==> src/inc/timers_pkg.sv <==
// Package for the idle timer and the two PWM timer blocks.
// Assumes a single 50 MHz system clock and a plain register port.
package timers_pkg;
	localparam int ADDR_W = 4;
	// Register indices on the plain register port
	localparam logic [3:0] ADDR_IDLE_MODE   = 4'h0;
	localparam logic [3:0] ADDR_INT_CTRL    = 4'h1;
	localparam logic [3:0] ADDR_SPEED_CTRL  = 4'h2;
	localparam logic [3:0] ADDR_T1_CTRL     = 4'h3;
	localparam logic [3:0] ADDR_T1_CNT_LO   = 4'h4;
	localparam logic [3:0] ADDR_T1_CNT_HI   = 4'h5;
	localparam logic [3:0] ADDR_T1_RA_LO    = 4'h6;
	localparam logic [3:0] ADDR_T1_RA_HI    = 4'h7;
	localparam logic [3:0] ADDR_T1_RB_LO    = 4'h8;
	localparam logic [3:0] ADDR_T1_RB_HI    = 4'h9;
	localparam logic [3:0] ADDR_T2_BASE_OFS = 4'h6;
	// Field positions
	localparam int PERIOD_SEL_LSB  = 0;
	localparam int RESERVED_BIT    = 3;
	localparam int CLK_MODE_LSB    = 4;
	localparam int IDLE_PEND_BIT   = 5;
	localparam int IDLE_EN_BIT     = 4;
	localparam int GLOBAL_EN_BIT   = 0;
	localparam int TWO_FAST_BIT    = 0;
	localparam int WAKE_BIT        = 6;
	// Timer control byte: run, mode bits 1..3, pend A/B, enable A/B
	localparam int RUN_BIT   = 0;
	localparam int MODE_LSB  = 1;
	localparam int PEND_A    = 4;
	localparam int EN_A      = 5;
	localparam int PEND_B    = 6;
	localparam int EN_B      = 7;
	// Reset values
	localparam logic [7:0] IDLE_MODE_RST  = 8'hF0;
	localparam logic [7:0] SPEED_CTRL_RST = 8'h00;
	localparam logic [7:0] INT_CTRL_RST   = 8'h00;
	localparam logic [7:0] TIMER_CTRL_RST = 8'h00;
	localparam logic [7:0] PORT_G_RST     = 8'hFF;
	// Clock rates
	localparam int CLK_HZ      = 50_000_000;
	localparam int OSC_HZ      = 10_000_000;
	localparam int INSTR_DIV   = 5;
	localparam int SLOW_HZ     = 32_768;
	localparam int INSTR_HZ    = OSC_HZ / INSTR_DIV;
	localparam int FAST_HZ     = OSC_HZ * 2;
	localparam int INSTR_TICKS = CLK_HZ / INSTR_HZ;
	localparam int FAST_TICKS  = (CLK_HZ + FAST_HZ - 1) / FAST_HZ;
	localparam int SLOW_TICKS  = CLK_HZ / SLOW_HZ;
	localparam int IDLE_BIT_MIN = 11;

	typedef enum logic [2:0] {
		MODE_PWM_TOGGLE = 3'b101,
		MODE_PWM_QUIET  = 3'b100
	} timer_mode_e;

	typedef struct packed {
		logic [3:0] addr;
		logic [7:0] wdata;
		logic       wr;
		logic       rd;
	} reg_req_s;
endpackage : timers_pkg

==> src/idle_and_pwm_timers.sv <==
// Idle timer plus two PWM timer blocks behind a byte register port.
// Assumes a synchronous master; pin_b and slow_clk_in arrive asynchronously.
//
// Our own choices: strobed register access and the address map.
`timescale 1ns/10ps
module idle_and_pwm_timers #(
	parameter int TIMER_W = 16
) (
	input  wire logic                clk,
	input  wire logic                rst_b,
	input  wire timers_pkg::reg_req_s req,
	output logic [7:0]               rdata,
	input  wire logic                low_speed_mode,
	input  wire logic                slow_clk_in,
	input  wire logic [1:0]          pin_b_in,
	output logic [1:0]               pin_a_out,
	output logic [1:0]               pin_a_oe,
	output logic                     idle_irq,
	output logic [1:0]               timer_irq,
	output logic                     wake_bit,
	output logic                     soft_reset_req
);
	localparam int T = 2;

	// Tick generators: 2 MHz instruction, 20 MHz fast, 32 kHz slow
	logic [7:0]  instr_cnt_r;
	logic [7:0]  fast_cnt_r;
	logic [1:0]  slow_sync_r;
	logic        slow_last_r;
	wire         instr_tick = (instr_cnt_r == 8'(timers_pkg::INSTR_TICKS - 1));
	wire         fast_tick  = (fast_cnt_r == 8'(timers_pkg::FAST_TICKS - 1));
	wire         slow_tick  = slow_sync_r[1] & ~slow_last_r;

	always_ff @(posedge clk or negedge rst_b) begin
		if (!rst_b) begin
			instr_cnt_r <= 8'h00;
			fast_cnt_r  <= 8'h00;
			slow_sync_r <= 2'h0;
			slow_last_r <= 1'b0;
		end else begin
			if (instr_tick) begin
				instr_cnt_r <= 8'h00;
			end else begin
				instr_cnt_r <= instr_cnt_r + 8'h01;
			end
			// The fast tick rounds up to every 3 clocks, so timer two runs a sixth slow
			if (fast_tick) begin
				fast_cnt_r <= 8'h00;
			end else begin
				fast_cnt_r <= fast_cnt_r + 8'h01;
			end
			slow_sync_r <= {slow_sync_r[0], slow_clk_in};
			slow_last_r <= slow_sync_r[1];
		end
	end

	// Pin B is synchronised though no logic here uses it
	logic [1:0] pin_b_s1_r;
	logic [1:0] pin_b_s2_r;
	always_ff @(posedge clk or negedge rst_b) begin
		if (!rst_b) begin
			pin_b_s1_r <= 2'h0;
			pin_b_s2_r <= 2'h0;
		end else begin
			pin_b_s1_r <= pin_b_in;
			pin_b_s2_r <= pin_b_s1_r;
		end
	end

	// Register writes
	wire wr_idle_mode = req.wr && req.addr == timers_pkg::ADDR_IDLE_MODE;
	wire wr_int_ctrl  = req.wr && req.addr == timers_pkg::ADDR_INT_CTRL;
	wire wr_speed     = req.wr && req.addr == timers_pkg::ADDR_SPEED_CTRL;

	logic [7:0] idle_mode_r;
	logic [7:0] int_ctrl_r;
	logic [7:0] speed_r;
	logic       wake_r;
	logic       soft_rst_r;

	// Idle timer: free running, not visible to software
	logic [15:0] idle_cnt_r;
	logic [15:0] idle_cnt_nxt;
	wire  [2:0]  period_sel = idle_mode_r[timers_pkg::PERIOD_SEL_LSB +: 3];
	wire         idle_tick  = low_speed_mode ? slow_tick : instr_tick;
	wire  [3:0]  sel_idx    = 4'(timers_pkg::IDLE_BIT_MIN) + {1'b0, period_sel};
	assign idle_cnt_nxt = idle_cnt_r - 16'h0001;
	// Reserved codes fall back to bit 15 rather than stalling the timer
	wire  [3:0]  sel_bit = (period_sel > 3'h4) ? 4'hF : sel_idx;
	// The selected bit falls only when every bit below it is already zero
	wire  [15:0] low_mask  = (16'h0001 << sel_bit) - 16'h0001;
	wire         low_zero  = (idle_cnt_r & low_mask) == 16'h0000;
	wire         bit_falls = idle_cnt_r[sel_bit] && !idle_cnt_nxt[sel_bit];
	wire         idle_uf   = idle_tick && bit_falls && low_zero;

	always_ff @(posedge clk or negedge rst_b) begin
		if (!rst_b) begin
			idle_cnt_r <= 16'hFFFF;
		end else if (idle_tick) begin
			idle_cnt_r <= idle_cnt_nxt;
		end
	end

	always_ff @(posedge clk or negedge rst_b) begin
		if (!rst_b) begin
			idle_mode_r <= timers_pkg::IDLE_MODE_RST;
		end else if (wr_idle_mode) begin
			idle_mode_r <= req.wdata;
		end
	end

	// Zeros in the clock-mode nibble request a device reset
	always_ff @(posedge clk or negedge rst_b) begin
		if (!rst_b) begin
			soft_rst_r <= 1'b0;
		end else begin
			soft_rst_r <= wr_idle_mode && req.wdata[7:4] == 4'h0;
		end
	end

	// Hardware set of the pending bit wins over a simultaneous clear
	always_ff @(posedge clk or negedge rst_b) begin
		if (!rst_b) begin
			int_ctrl_r <= timers_pkg::INT_CTRL_RST;
		end else begin
			if (wr_int_ctrl) begin
				int_ctrl_r <= req.wdata;
			end
			if (idle_uf) begin
				int_ctrl_r[timers_pkg::IDLE_PEND_BIT] <= 1'b1;
			end
		end
	end

	always_ff @(posedge clk or negedge rst_b) begin
		if (!rst_b) begin
			speed_r <= timers_pkg::SPEED_CTRL_RST;
		end else if (wr_speed) begin
			speed_r <= {7'h00, req.wdata[timers_pkg::TWO_FAST_BIT]};
		end
	end

	// Stands in for the port G wake bit; an underflow beats a software set
	always_ff @(posedge clk or negedge rst_b) begin
		if (!rst_b) begin
			wake_r <= 1'b1;
		end else if (idle_uf) begin
			wake_r <= 1'b0;
		end else if (wr_int_ctrl && req.wdata[timers_pkg::WAKE_BIT]) begin
			wake_r <= 1'b1;
		end
	end

	assign idle_irq = int_ctrl_r[timers_pkg::IDLE_PEND_BIT]
	                & int_ctrl_r[timers_pkg::IDLE_EN_BIT]
	                & int_ctrl_r[timers_pkg::GLOBAL_EN_BIT];
	assign wake_bit       = wake_r;
	assign soft_reset_req = soft_rst_r;

	// General timers
	logic [7:0]         tctrl_r [T];
	logic [TIMER_W-1:0] cnt_r   [T];
	logic [TIMER_W-1:0] rla_r   [T];
	logic [TIMER_W-1:0] rlb_r   [T];
	logic [T-1:0]       next_b_r;
	logic [T-1:0]       pin_r;

	// Timer blocks sit one seven-byte register span apart
	function automatic logic [3:0] tbase(input int i);
		tbase = 4'(int'(timers_pkg::ADDR_T1_CTRL) + i * (int'(timers_pkg::ADDR_T2_BASE_OFS) + 1));
	endfunction : tbase

	for (genvar i = 0; i < T; i++) begin : g_tmr
		wire [3:0]         base       = tbase(i);
		wire [3:0]         last       = base + 4'h6;
		wire               wr_ctl     = req.wr && req.addr == base;
		wire               wr_cnt_lo  = req.wr && req.addr == base + 4'h1;
		wire               wr_cnt_hi  = req.wr && req.addr == base + 4'h2;
		wire               wr_rla_lo  = req.wr && req.addr == base + 4'h3;
		wire               wr_rla_hi  = req.wr && req.addr == base + 4'h4;
		wire               wr_rlb_lo  = req.wr && req.addr == base + 4'h5;
		// Timer two's last byte would wrap onto the idle mode register
		wire               wr_rlb_hi  = req.wr && req.addr == last && last > base;
		wire [2:0]         mode       = tctrl_r[i][timers_pkg::MODE_LSB +: 3];
		wire               pwm        = mode == timers_pkg::MODE_PWM_TOGGLE
		                             || mode == timers_pkg::MODE_PWM_QUIET;
		wire               fast       = (i == 1) && speed_r[timers_pkg::TWO_FAST_BIT];
		wire               run        = tctrl_r[i][timers_pkg::RUN_BIT];
		wire               tick       = (fast ? fast_tick : instr_tick) && pwm && run;
		wire               uf         = tick && cnt_r[i] == '0;
		wire               set_a      = uf && !next_b_r[i];
		wire               set_b      = uf && next_b_r[i];
		wire               toggle     = uf && mode == timers_pkg::MODE_PWM_TOGGLE;
		wire [TIMER_W-1:0] reload_val = next_b_r[i] ? rlb_r[i] : rla_r[i];
		logic [TIMER_W-1:0] cnt_nxt;

		// Software writes beat counting; stop the timer before touching it
		always_comb begin
			cnt_nxt = cnt_r[i];
			if (wr_cnt_lo) begin
				cnt_nxt[7:0] = req.wdata;
			end else if (wr_cnt_hi) begin
				cnt_nxt[15:8] = req.wdata;
			end else if (uf) begin
				cnt_nxt = reload_val;
			end else if (tick) begin
				cnt_nxt = cnt_r[i] - TIMER_W'(1);
			end
		end

		// Counter and reloads have no reset and power up arbitrary
		always_ff @(posedge clk) begin
			cnt_r[i] <= cnt_nxt;
		end

		always_ff @(posedge clk) begin
			if (wr_rla_lo) begin
				rla_r[i][7:0] <= req.wdata;
			end
			if (wr_rla_hi) begin
				rla_r[i][15:8] <= req.wdata;
			end
			if (wr_rlb_lo) begin
				rlb_r[i][7:0] <= req.wdata;
			end
			if (wr_rlb_hi) begin
				rlb_r[i][15:8] <= req.wdata;
			end
		end

		always_ff @(posedge clk or negedge rst_b) begin
			if (!rst_b) begin
				tctrl_r[i]  <= timers_pkg::TIMER_CTRL_RST;
				next_b_r[i] <= 1'b0;
				pin_r[i]    <= 1'b0;
			end else begin
				if (wr_ctl) begin
					tctrl_r[i] <= req.wdata;
				end
				// Hardware set wins over a simultaneous software clear
				if (set_a) begin
					tctrl_r[i][timers_pkg::PEND_A] <= 1'b1;
				end
				if (set_b) begin
					tctrl_r[i][timers_pkg::PEND_B] <= 1'b1;
				end
				// Stopping the timer rearms the A-first reload order
				if (!run) begin
					next_b_r[i] <= 1'b0;
				end else if (uf) begin
					next_b_r[i] <= ~next_b_r[i];
				end
				if (toggle) begin
					pin_r[i] <= ~pin_r[i];
				end
			end
		end

		assign timer_irq[i] = (tctrl_r[i][timers_pkg::PEND_A] & tctrl_r[i][timers_pkg::EN_A])
		                    | (tctrl_r[i][timers_pkg::PEND_B] & tctrl_r[i][timers_pkg::EN_B]);
		assign pin_a_out[i] = pin_r[i];
		assign pin_a_oe[i]  = pwm;
	end

	// Read mux, one cycle later
	function automatic logic [7:0] tread(input logic [3:0] ofs, input int i);
		case (ofs)
			4'h0:    tread = tctrl_r[i];
			4'h1:    tread = cnt_r[i][7:0];
			4'h2:    tread = cnt_r[i][15:8];
			4'h3:    tread = rla_r[i][7:0];
			4'h4:    tread = rla_r[i][15:8];
			4'h5:    tread = rlb_r[i][7:0];
			4'h6:    tread = rlb_r[i][15:8];
			default: tread = 8'h00;
		endcase
	endfunction : tread

	wire [3:0] ofs1     = req.addr - timers_pkg::ADDR_T1_CTRL;
	wire [3:0] ofs2     = req.addr - (timers_pkg::ADDR_T1_CTRL + timers_pkg::ADDR_T2_BASE_OFS + 4'h1);
	wire       hit_idle = req.addr == timers_pkg::ADDR_IDLE_MODE;
	wire       hit_int  = req.addr == timers_pkg::ADDR_INT_CTRL;
	wire       hit_spd  = req.addr == timers_pkg::ADDR_SPEED_CTRL;
	wire       hit_t1   = ofs1 < 4'h7;
	// Timer two's reload B high byte has no address of its own
	wire       hit_t2   = ofs2 < 4'h6;
	logic [7:0] rd_mux;
	always_comb begin
		rd_mux = 8'h00;
		if (hit_idle) begin
			rd_mux = idle_mode_r;
		end else if (hit_int) begin
			rd_mux = int_ctrl_r;
		end else if (hit_spd) begin
			rd_mux = speed_r;
		end else if (hit_t1) begin
			rd_mux = tread(ofs1, 0);
		end else if (hit_t2) begin
			rd_mux = tread(ofs2, 1);
		end
	end

	// Read data stands for one cycle only, zero otherwise
	always_ff @(posedge clk or negedge rst_b) begin
		if (!rst_b) begin
			rdata <= 8'h00;
		end else if (req.rd) begin
			rdata <= rd_mux;
		end else begin
			rdata <= 8'h00;
		end
	end
endmodule : idle_and_pwm_timers

==> config.mk <==
export PLATFORM = sky130hd
export DESIGN_NAME = idle_and_pwm_timers
export DESIGN_NICKNAME = d
export VERILOG_FILES = /design/src/inc/timers_pkg.sv /design/src/idle_and_pwm_timers.sv
export SDC_FILE = /design/constraint.sdc
export NUM_CORES = 1
export LEC_CHECK = 0
export ABC_AREA = 1
export BUFFER_PORTS_ARGS = -buffer_cell sky130_fd_sc_hd__buf_2
export CAP_MARGIN = 10
export CORE_AREA = 2 2 149 137
export DETAILED_ROUTE_END_ITERATION = 6
export DIE_AREA = 0 0 151 139
export MAX_ROUTING_LAYER = met4
export PLACE_DENSITY = 0.65
export SLEW_MARGIN = 30
export SYNTH_ARGS = -nofsm -noshare
export SYNTH_HDL_FRONTEND = slang
export SYNTH_SLANG_ARGS = --single-unit
==> constraint.sdc <==
create_clock -name clk -period 6 [get_ports clk]
set_input_delay 0.9 -clock clk [delete_from_list [all_inputs] [get_ports clk]]
set_output_delay 0.9 -clock clk [all_outputs]
set_load 0.02 [all_outputs]
==> results of run 1 <==
-- area by class of cell --
class,count,area (um2),share of cell area
Antenna cell,2,5.00,0.000472
Clock buffer,17,425,0.0401
Clock inverter,15,194,0.0183
Inverter,141,532,0.0501
Multi-Input combinational cell,820,4200,0.396
Sequential cell,170,4720,0.445
Tap cell,255,319,0.0301
Timing Repair Buffer,39,210,0.0198
-- kinds of logic after synthesis --
| group | Yosys count | synth area share |
|---|---|---|
| fa+ha+maj | 12 | 0.0157 |
| compound gates | 221 | 0.130 |
| mux | 5 | 0.00537 |
| buf+inv | 162 | 0.0676 |
| xor+xnor | 33 | 0.0303 |
| simple gates | 549 | 0.257 |
| flops | 170 | 0.494 |
-- registers in the layout (all words and copies together) (netlist names), 2 cells and up --
signal and flops:
cnt_r 32, next_b_r 2, pin_a_out 2, idle_mode_r 8, fast_cnt_r 8, rdata 8, g_tmr.mode 6, idle_cnt_r 16
rla_r 32, g_tmr.run 2, slow_sync_r 2, tctrl_r 8, instr_cnt_r 8, int_ctrl_r 8, rlb_r 24
-- per-stage QoR --
step | worst slack, ns | cells
finish | 3.04 | 1459
CTS | 3.08 | 1457
detailed placement | 2.70 | 1425
global route | 2.75 | 1458
global placement | 2.73 | 1425
floorplan | 3.46 | 1152
-- layer usage --
metal  vias up  GRT usage  wire, um
met2       322      0.389     11900
met3        24     0.0799      2280
li1       3932          -         -
met4         0     0.0585       360
met1      3857      0.399     12700
met5         -          -         0
-- Yosys cell counts (3+ instances only) --
library cell / instances / share of area
buf_4: 3 / 0.0024
xnor2_1: 6 / 0.0055
clkbuf_1: 9 / 0.0035
dfrtp_1: 61 / 0.16
nor3_2: 3 / 0.0031
o21ai_1: 27 / 0.014
a32oi_1: 6 / 0.0055
edfxtp_1: 88 / 0.28
nand2_1: 285 / 0.11
a22oi_1: 10 / 0.0079
nand2_2: 6 / 0.0039
a31oi_1: 15 / 0.0098
nor4_1: 4 / 0.0026
nor3_1: 16 / 0.0084
nor2_2: 10 / 0.0065
a21oi_2: 6 / 0.0055
nor2_4: 8 / 0.0094
o22ai_1: 8 / 0.0052
mux2i_1: 4 / 0.0042
o21ai_0: 80 / 0.042
nand4_1: 18 / 0.012
nor2_1: 122 / 0.048
inv_2: 19 / 0.0075
dfstp_2: 21 / 0.058
a21oi_1: 60 / 0.031
ha_1: 12 / 0.016
inv_1: 119 / 0.047
nand3_1: 61 / 0.032
xor2_1: 27 / 0.025
buf_2: 7 / 0.0037
-- power by group --
| part | switching, mW | internal [mW] | total (mW) |
|---|---|---|---|
| clock network | 0.538 | 0.609 | 1.15 |
| registers | 0.102 | 1.38 | 1.48 |
| logic | 0.459 | 0.205 | 0.664 |
| total | 1.10 | 2.20 | 3.30 |
-- final timing paths --
check | from | endpoint | slack (ns) | depth (start not counted)
setup / recovery | instr_cnt_r[0]$_DFF_PN0_ | cnt_r[0][23]$_DFFE_PP_ | 3.04 | 12
hold / removal | rst_b | fast_cnt_r[5]$_DFF_PN0_ | 0.33 | 1
setup reg to reg | instr_cnt_r[0]$_DFF_PN0_ | cnt_r[0][23]$_DFFE_PP_ | 3.04 | 12
hold reg to reg | slow_sync_r[0]$_DFF_PN0_ | slow_sync_r[1]$_DFF_PN0_ | 0.35 | 0
max in group asynchronous | rst_b | next_b_r[0]$_DFFE_PN0P_ | 4.64 | 2
min in group clk | slow_sync_r[0]$_DFF_PN0_ | slow_sync_r[1]$_DFF_PN0_ | 0.35 | 0
==> metrics.md, run 1 <==
| Metric | Value |
|---|---|
| Initial antenna violation count | 1 |
| Starting Density | 0.490 |
| Final min period | 2.96 ns |
| Die Width | 151 um |
| Drt first pass iters | 5 |
| Pins Over Slew Limit | 0 |
| Ports | 37 |
| Total negative slack | 0 ns |
| P&R area growth vs syn | 11.0% |
| Total power draw | 3.30 mW |
| Flops & latches, synth | 170 |
| Layout cell share with drive strength beyond 1 | 0.135 |
| Clock transition at path regs | 0.08 ns |
| Crit-path max FO | 21 |
| Worst Skew | 0.0172 ns |
| Critical path's largest stage delay | between 0.5 and 0.6 ns |
| Core area | 0.0195 mm2 |
| Placed Area | about 0.01 mm2 |
| Gr usage total | 0.276 |
| Mapped Area | 0.00955 mm2 |
| Slowest-stage cell, CP | nand3_1 |
| Post-layout util | 0.544 |
| Drt initial violations | about 800 |
| Syn Nets | 1184 |
| DRT Wirelength | 27300 um |
| Worst Tran Pin Value | 0.929 ns |
| Largest net degree at the start of global routing | 63 |
| Ys Warns | 0 |
| Most common cell after layout, fill and taps aside | nand2_1 |
| Max IR drop VDD | 0.225 mV |
| # Post-CTS Setup Buffers | 0 |
| # resized after CTS | 0 |
| DP HPWL | 20100 um |
| Final number of setup-violating endpoints | 0 |
| Sequential area share after synthesis | 0.494 |
| Vias in the first global route | 7524 |
| Die Area | 0.0210 mm2 |
| RSZ-0062 raised after global routing | no |
| Design Area, Final | around 0.011 mm2 |
| Slew headroom | 0.380 |
| Cells after Synth | 1152 |
| Status | complete, no violations |
| Class of the worst hold path | in -> async |
| CP bufs+invs | 2 |
| Fin Hold WS | 0.327 ns |
| Routability congestion estimate | approximately 0.94 |
| Standard-cell row count | 49 |
| Pwr/cell area | just over 300 mW/mm2 |
| Clock Latency Late Sink | between 0.4 and 0.5 ns |
| Share of async-settable or async-resettable flops after synthesis | 0.482 |
| Root Driver | clkbuf_16 |
| EDFF count, synth | 88 |
| Crit path cell chain | inv_1, ha_1, inv_1, nor3_2, nand2_1, nand2_1, nand2_1, nor2_1, nand3_1, o21ai_0, nand2_1, o21ai_0 |
| Crit path kind | reg -> reg |
| Critical path capture point type | register |
| Clock buffer count from CTS | 17 |
| Filler Cell Count | around 1800 |
| Fmax | 0.337 GHz |
| Via count | 8135 |
| Max cap viols | 0 |
| Drt wl/cell | 18.7 um |
| Leak Pwr | 4.62 nW |
| Final #Nets | 1221 |
| First-pass GRT wire length | around 42000 um |
| Synth cell types | 52 |
| Fin crit share | 0.494 |
| Mean post-synth cell area | 8.29 um2 |
| Most frequent cells in the layout | nand2_1 (285), nor2_1 (122), inv_1 (119) |
| ANT nets after route | 0 |
| CTS Sinks | 170 |
| Htree depth | 4 |
| Maximum clock insertion buffer count | 2 |
| Crit-path leading delay family | simple AND/OR/NAND/NOR gates |
| Port bufs | 34 |
| CP Data Required Time | 6.28 ns |
| Die height | ~140 um |
| TritonCTS clock tree | built |
| Fin. Hold Viols | 0 |
| Total gr overflow | 0 |
| Top FF cell, synth | edfxtp_1 |
| Vias/cell | 5.58 |
| DRC Markers | 0 |
| CP Launch Type | register |
| Most frequent CP cell | nand2_1 |
| Cts hold-fix bufs | 0 |
| CP Data Arrival Time | ~3.3 ns |
Power figures use the tool's default switching activity.
==> run 2: changes to the inputs <==
==> constraint.sdc (replaced) <==
create_clock -name clk -period 2.8 [get_ports clk]
set_input_delay 0.42 -clock clk [delete_from_list [all_inputs] [get_ports clk]]
set_output_delay 0.42 -clock clk [all_outputs]
set_load 0.02 [all_outputs]
==> metrics.md, run 2 (synthesized netlist as in run 1, its figures left out) <==
| Metric | Value |
|---|---|
| Pwr/cell area | 663 mW/mm2 |
| Root Driver | clkbuf_16 |
| Critical path capture point type | register |
| Largest net degree at the start of global routing | 40 |
| Most common cell after layout, fill and taps aside | nand2_1 |
| Fin. Hold Viols | 0 |
| Status | complete, no violations |
| Crit path kind | reg -> reg |
| CP Data Arrival Time | 2.72 ns |
| Finished Layout Cells | 1477 |
| Drt initial violations | around 940 |
| Class of the worst hold path | in -> reg |
| Pins Over Slew Limit | 0 |
| Final min period | 2.56 ns |
| Die height | approximately 140 um |
| DRC Markers | 0 |
| Vias/cell | 5.61 |
| CTS Sinks | 170 |
| Worst Tran Pin Value | 0.791 ns |
| DP HPWL | just over 20000 um |
| Initial antenna violation count | 2 |
| Total negative slack | 0 ns |
| # resized after CTS | 0 |
| First-pass GRT wire length | 43200 um |
| Routability congestion estimate | ~0.95 |
| Gr usage total | 0.283 |
| Crit-path max FO | 15 |
| Fin crit share | 0.914 |
| ANT nets after route | 0 |
| Clock Latency Late Sink | 0.45 ns |
| Die Area | 0.0210 mm2 |
| Die Width | 151 um |
| Slew headroom | 0.471 |
| DRT Wirelength | between 20000 and 30000 um |
| Max cap viols | 0 |
| Fin Hold WS | around 0.075 ns |
| Core area | around 0.019 mm2 |
| Ports | 37 |
| P&R area growth vs syn | 12.8% |
| TritonCTS clock tree | built |
| Clock buffer count from CTS | 17 |
| Maximum clock insertion buffer count | 2 |
| Layout cell share with drive strength beyond 1 | 0.145 |
| CP Launch Type | register |
| Port bufs | 34 |
| Drt first pass iters | 6 |
| Drt wl/cell | ~19 um |
| Starting Density | 0.490 |
| Standard-cell row count | 49 |
| Fmax | about 0.39 GHz |
| Most frequent cells in the layout | nand2_1 (285), nor2_1 (122), inv_1 (119) |
| Max IR drop VDD | 0.521 mV |
| Largest registers | cnt_r: 32 flops, rla_r: 32 flops, rlb_r: 24 flops |
| Vias in the first global route | 7624 |
| Final #Nets | 1239 |
| CP Data Required Time | 2.96 ns |
| Total gr overflow | 0 |
| Via count | 8285 |
| Htree depth | 4 |
| Placed insts | between 1000 and 1500 |
| RSZ-0062 raised after global routing | no |
| Final number of setup-violating endpoints | 0 |
| Worst Skew | approximately 0.015 ns |
| Leak Pwr | 4.71 nW |
| Clock transition at path regs | 0.08 ns |
[run 2: changes by cell type in the layout (fill, tap and decap cells not counted), sizes merged]
| cell | previous run | this run |
|---|---|---|
| buf | 39 | 56 |
| inv | 149 | 146 |
| dlygate4sd3 | 0 | 1 |
| clkinv | 6 | 8 |
| clkinvlp | 0 | 1 |
[run 2: stage by stage]
step	power, mW	utilization	cell area [um2]	setup slack (ns)
global placement	4.64	0.519	10100	0.327
finish	7.15	0.552	10800	0.241
floorplan	4.17	-	9550	0.695
CTS	7.16	0.552	10800	0.287
global route	7.50	0.552	10800	0.0191
detailed placement	4.65	0.519	10100	0.328
[run 2: cell type report]
| class | count | area (um2) |
|---|---|---|
| flip-flops and latches | 170 | 4720 |
| clock inverters | 15 | 219 |
| clock buffers | 17 | 425 |
| repair buffers | 57 | 360 |
| diodes | 2 | 5.00 |
| inverters | 141 | 532 |
| well taps | 255 | 319 |
| fillers | 1839 | 8720 |
| multi-input cells | 820 | 4190 |
[run 2: routing by layer]
metal | GRT usage | vias to the layer above | wire, um
met5 | - | - | 0
met4 | 0.0797 | 0 | 450
met3 | 0.0484 | 36 | 2310
met2 | 0.392 | 355 | 12000
met1 | 0.428 | 3932 | 13000
li1 | - | 3962 | -
[run 2: power breakdown]
part	internal [mW]	switching [mW]	total, mW
registers	2.96	0.225	3.19
clock network	1.31	1.20	2.51
logic	0.453	0.991	1.44
[run 2: worst max-delay path, stage by stage (launching register included)]
cell and delay, ns:
dfrtp_1 0.42, inv_1 0.07, ha_1 0.14, inv_1 0.04
nor3_2 0.15, nand2_1 0.18, nand2_1 0.14, nand2_1 0.09
nor2_1 0.14, nand3_1 0.37, buf_4 0.32, a21oi_1 0.14
a22oi_1 0.08
[run 2: worst paths after layout]
path / depth (start not counted) / slack, ns / end / from
hold / removal: 1 / 0.08 / slow_sync_r[0]$_DFF_PN0_ / slow_clk_in
max in group asynchronous: 3 / 1.62 / idle_cnt_r[0]$_DFFE_PN1P_ / rst_b
setup / recovery: 12 / 0.24 / cnt_r[0][24]$_DFFE_PP_ / instr_cnt_r[0]$_DFF_PN0_
min in group asynchronous: 2 / 0.49 / fast_cnt_r[5]$_DFF_PN0_ / rst_b
setup reg to reg: 12 / 0.24 / cnt_r[0][24]$_DFFE_PP_ / instr_cnt_r[0]$_DFF_PN0_
hold reg to reg: 0 / 0.35 / slow_sync_r[1]$_DFF_PN0_ / slow_sync_r[0]$_DFF_PN0_
[run 2: what timing repair did]
action	4_1_cts	5_1_grt
hold buffers	1	0
setup buffers	0	0
setup endpoints to repair	0	0
hold endpoints to repair	33	0
==> run 3: changes to the inputs <==
--- a/config.mk
+++ b/config.mk
@@ -6,14 +6,14 @@
 export NUM_CORES = 1
 export LEC_CHECK = 0
 export ABC_AREA = 1
-export BUFFER_PORTS_ARGS = -buffer_cell sky130_fd_sc_hd__buf_2
+export BUFFER_PORTS_ARGS = -buffer_cell sky130_fd_sc_hd__buf_4
 export CAP_MARGIN = 10
 export CORE_AREA = 2 2 149 137
 export DETAILED_ROUTE_END_ITERATION = 6
 export DIE_AREA = 0 0 151 139
 export MAX_ROUTING_LAYER = met4
 export PLACE_DENSITY = 0.65
-export SLEW_MARGIN = 30
+export SLEW_MARGIN = 20
 export SYNTH_ARGS = -nofsm -noshare
 export SYNTH_HDL_FRONTEND = slang
 export SYNTH_SLANG_ARGS = --single-unit
==> metrics.md, run 3 (synthesized netlist as in run 1, its figures left out) <==
| Metric | Value |
|---|---|
| Final number of setup-violating endpoints | 0 |
| Pins Over Slew Limit | 0 |
| Fmax | a little over 0.4 GHz |
| Critical path capture point type | register |
| Most frequent cells in the layout | nand2_1 (285), nor2_1 (122), inv_1 (119) |
| Drt first pass iters | 7 |
| Final #Nets | 1236 |
| Total gr overflow | 0 |
| Total negative slack | 0 ns |
| DP HPWL | 20000 um |
| Routability congestion estimate | around 0.94 |
| Htree depth | 4 |
| Maximum clock insertion buffer count | 2 |
| Critical path's largest stage delay | 0.41 ns |
| Max cap viols | 0 |
| P&R area growth vs syn | 13.0% |
| Crit path cell chain | inv_1, ha_1, inv_1, nor3_2, nand2_1, nand2_1, nand2_1, nor2_1, nand3_2, buf_4, nand2_1, o21ai_0, nand2_1, o21ai_0 |
| Pwr/cell area | 652 mW/mm2 |
| Leak Pwr | 4.70 nW |
| Placed Area | 0.0102 mm2 |
| Die Area | about 0.021 mm2 |
| Antenna Cells | 0 |
| Starting Density | 0.490 |
| TritonCTS clock tree | built |
| Slowest-stage cell, CP | dfrtp_1 |
| First-pass GRT wire length | 42700 um |
| Design Area, Final | between 0.01 and 0.015 mm2 |
| Gr usage total | 0.279 |
| CP Launch Type | register |
| Largest net degree at the start of global routing | 48 |
| CP Data Arrival Time | 2.59 ns |
| Most common cell after layout, fill and taps aside | nand2_1 |
| Status | finished with violations |
| Most frequent CP cell | nand2_1 |
| Vias in the first global route | 7629 |
| Crit-path max FO | 10 |
| Fin crit share | 0.872 |
| Total power draw | 7.03 mW |
| Initial antenna violation count | 0 |
| Post-layout util | 0.554 |
| DRC Markers | 0 |
| Clock buffer count from CTS | 17 |
| Vias/cell | 5.64 |
| Die Width | 151 um |
| Layout cell share with drive strength beyond 1 | 0.144 |
| Final min period | 2.44 ns |
| Core area | 0.0195 mm2 |
| Class of the worst hold path | in -> async |
| Setup WS pre-CTS | 0.316 ns |
| CP Data Required Time | 2.95 ns |
| Largest registers | cnt_r: 32 flops, rla_r: 32 flops, rlb_r: 24 flops |
| Worst Skew | about 0.018 ns |
| Fin Hold WS | -0.0136 ns |
| Port bufs | 34 |
| Drt initial violations | 896 |
| Die height | 139 um |
| RSZ-0062 raised after global routing | no |
| Fin. Hold Viols | 11 |
| Slew headroom | 0.448 |
| Crit path kind | reg -> reg |
| Worst Tran Pin Value | 0.825 ns |
| CTS Sinks | 170 |
| Clock Latency Late Sink | between 0.4 and 0.5 ns |
| Placed insts | 1440 |
| # Post-CTS Setup Buffers | 0 |
| Ports | 37 |
| Clock transition at path regs | approximately 0.070 ns |
| Finished Layout Cells | 1472 |
| ANT nets after route | 0 |
| Standard-cell row count | 49 |
| Cts hold-fix bufs | 0 |
| Failing checks | negative hold slack |
| R2R Setup Slk | 0.36 ns |
| DRT Wirelength | between 20000 and 30000 um |
| Max IR drop VDD | 0.466 mV |
| Setup ws final | 0.359 ns |
| Root Driver | clkbuf_16 |
| Drt wl/cell | around 19 um |
| Via count | approximately 8300 |
run 3: repair_timing:
action,4_1_cts,5_1_grt
hold endpoints to repair,0,0
gates resized for setup,0,1
setup endpoints to repair,0,1
run 3: final timing paths:
kind	end	startpoint	cells after the start
max in group asynchronous	idle_mode_r[7]$_DFFE_PN1P_	rst_b	2
min in group clk	slow_sync_r[0]$_DFF_PN0_	slow_clk_in	1
min	fast_cnt_r[5]$_DFF_PN0_	rst_b	1
min reg2reg	slow_sync_r[1]$_DFF_PN0_	slow_sync_r[0]$_DFF_PN0_	0
max	cnt_r[0][19]$_DFFE_PP_	instr_cnt_r[0]$_DFF_PN0_	14
max reg2reg	cnt_r[0][19]$_DFFE_PP_	instr_cnt_r[0]$_DFF_PN0_	14
run 3: cell type report:
cell class / instances / area, um2
inverter: 141 / 532
sequential: 170 / 4720
tap: 255 / 319
timing repair buffer: 54 / 430
clock inverter: 14 / 146
fill: 1820 / 8700
clock buffer: 18 / 450
multi-input combinational: 820 / 4200
run 3: worst max-delay path, delay by kind of cell, from the launching register on:
kind / cells / cell delay, ns
buf+inv: 3 / 0.32
fa+ha+maj: 1 / 0.13
compound gates: 2 / 0.16
simple gates: 8 / 1.13
flops: 1 / 0.41
run 3: report_power, final:
part           switching [mW]  total (mW)  internal [mW]
Sequential              0.226        3.19           2.96
Combinational            1.00        1.48          0.474
Clock                    1.12        2.37           1.25
run 3: per-layer routing:
layer / vias to the layer above / wire length, um / GRT usage
met5: - / 0 / -
met4: 0 / 610 / 0.0915
met3: 49 / 2840 / 0.0750
met2: 412 / 11500 / 0.367
met1: 3875 / 12500 / 0.415
li1: 3970 / - / -
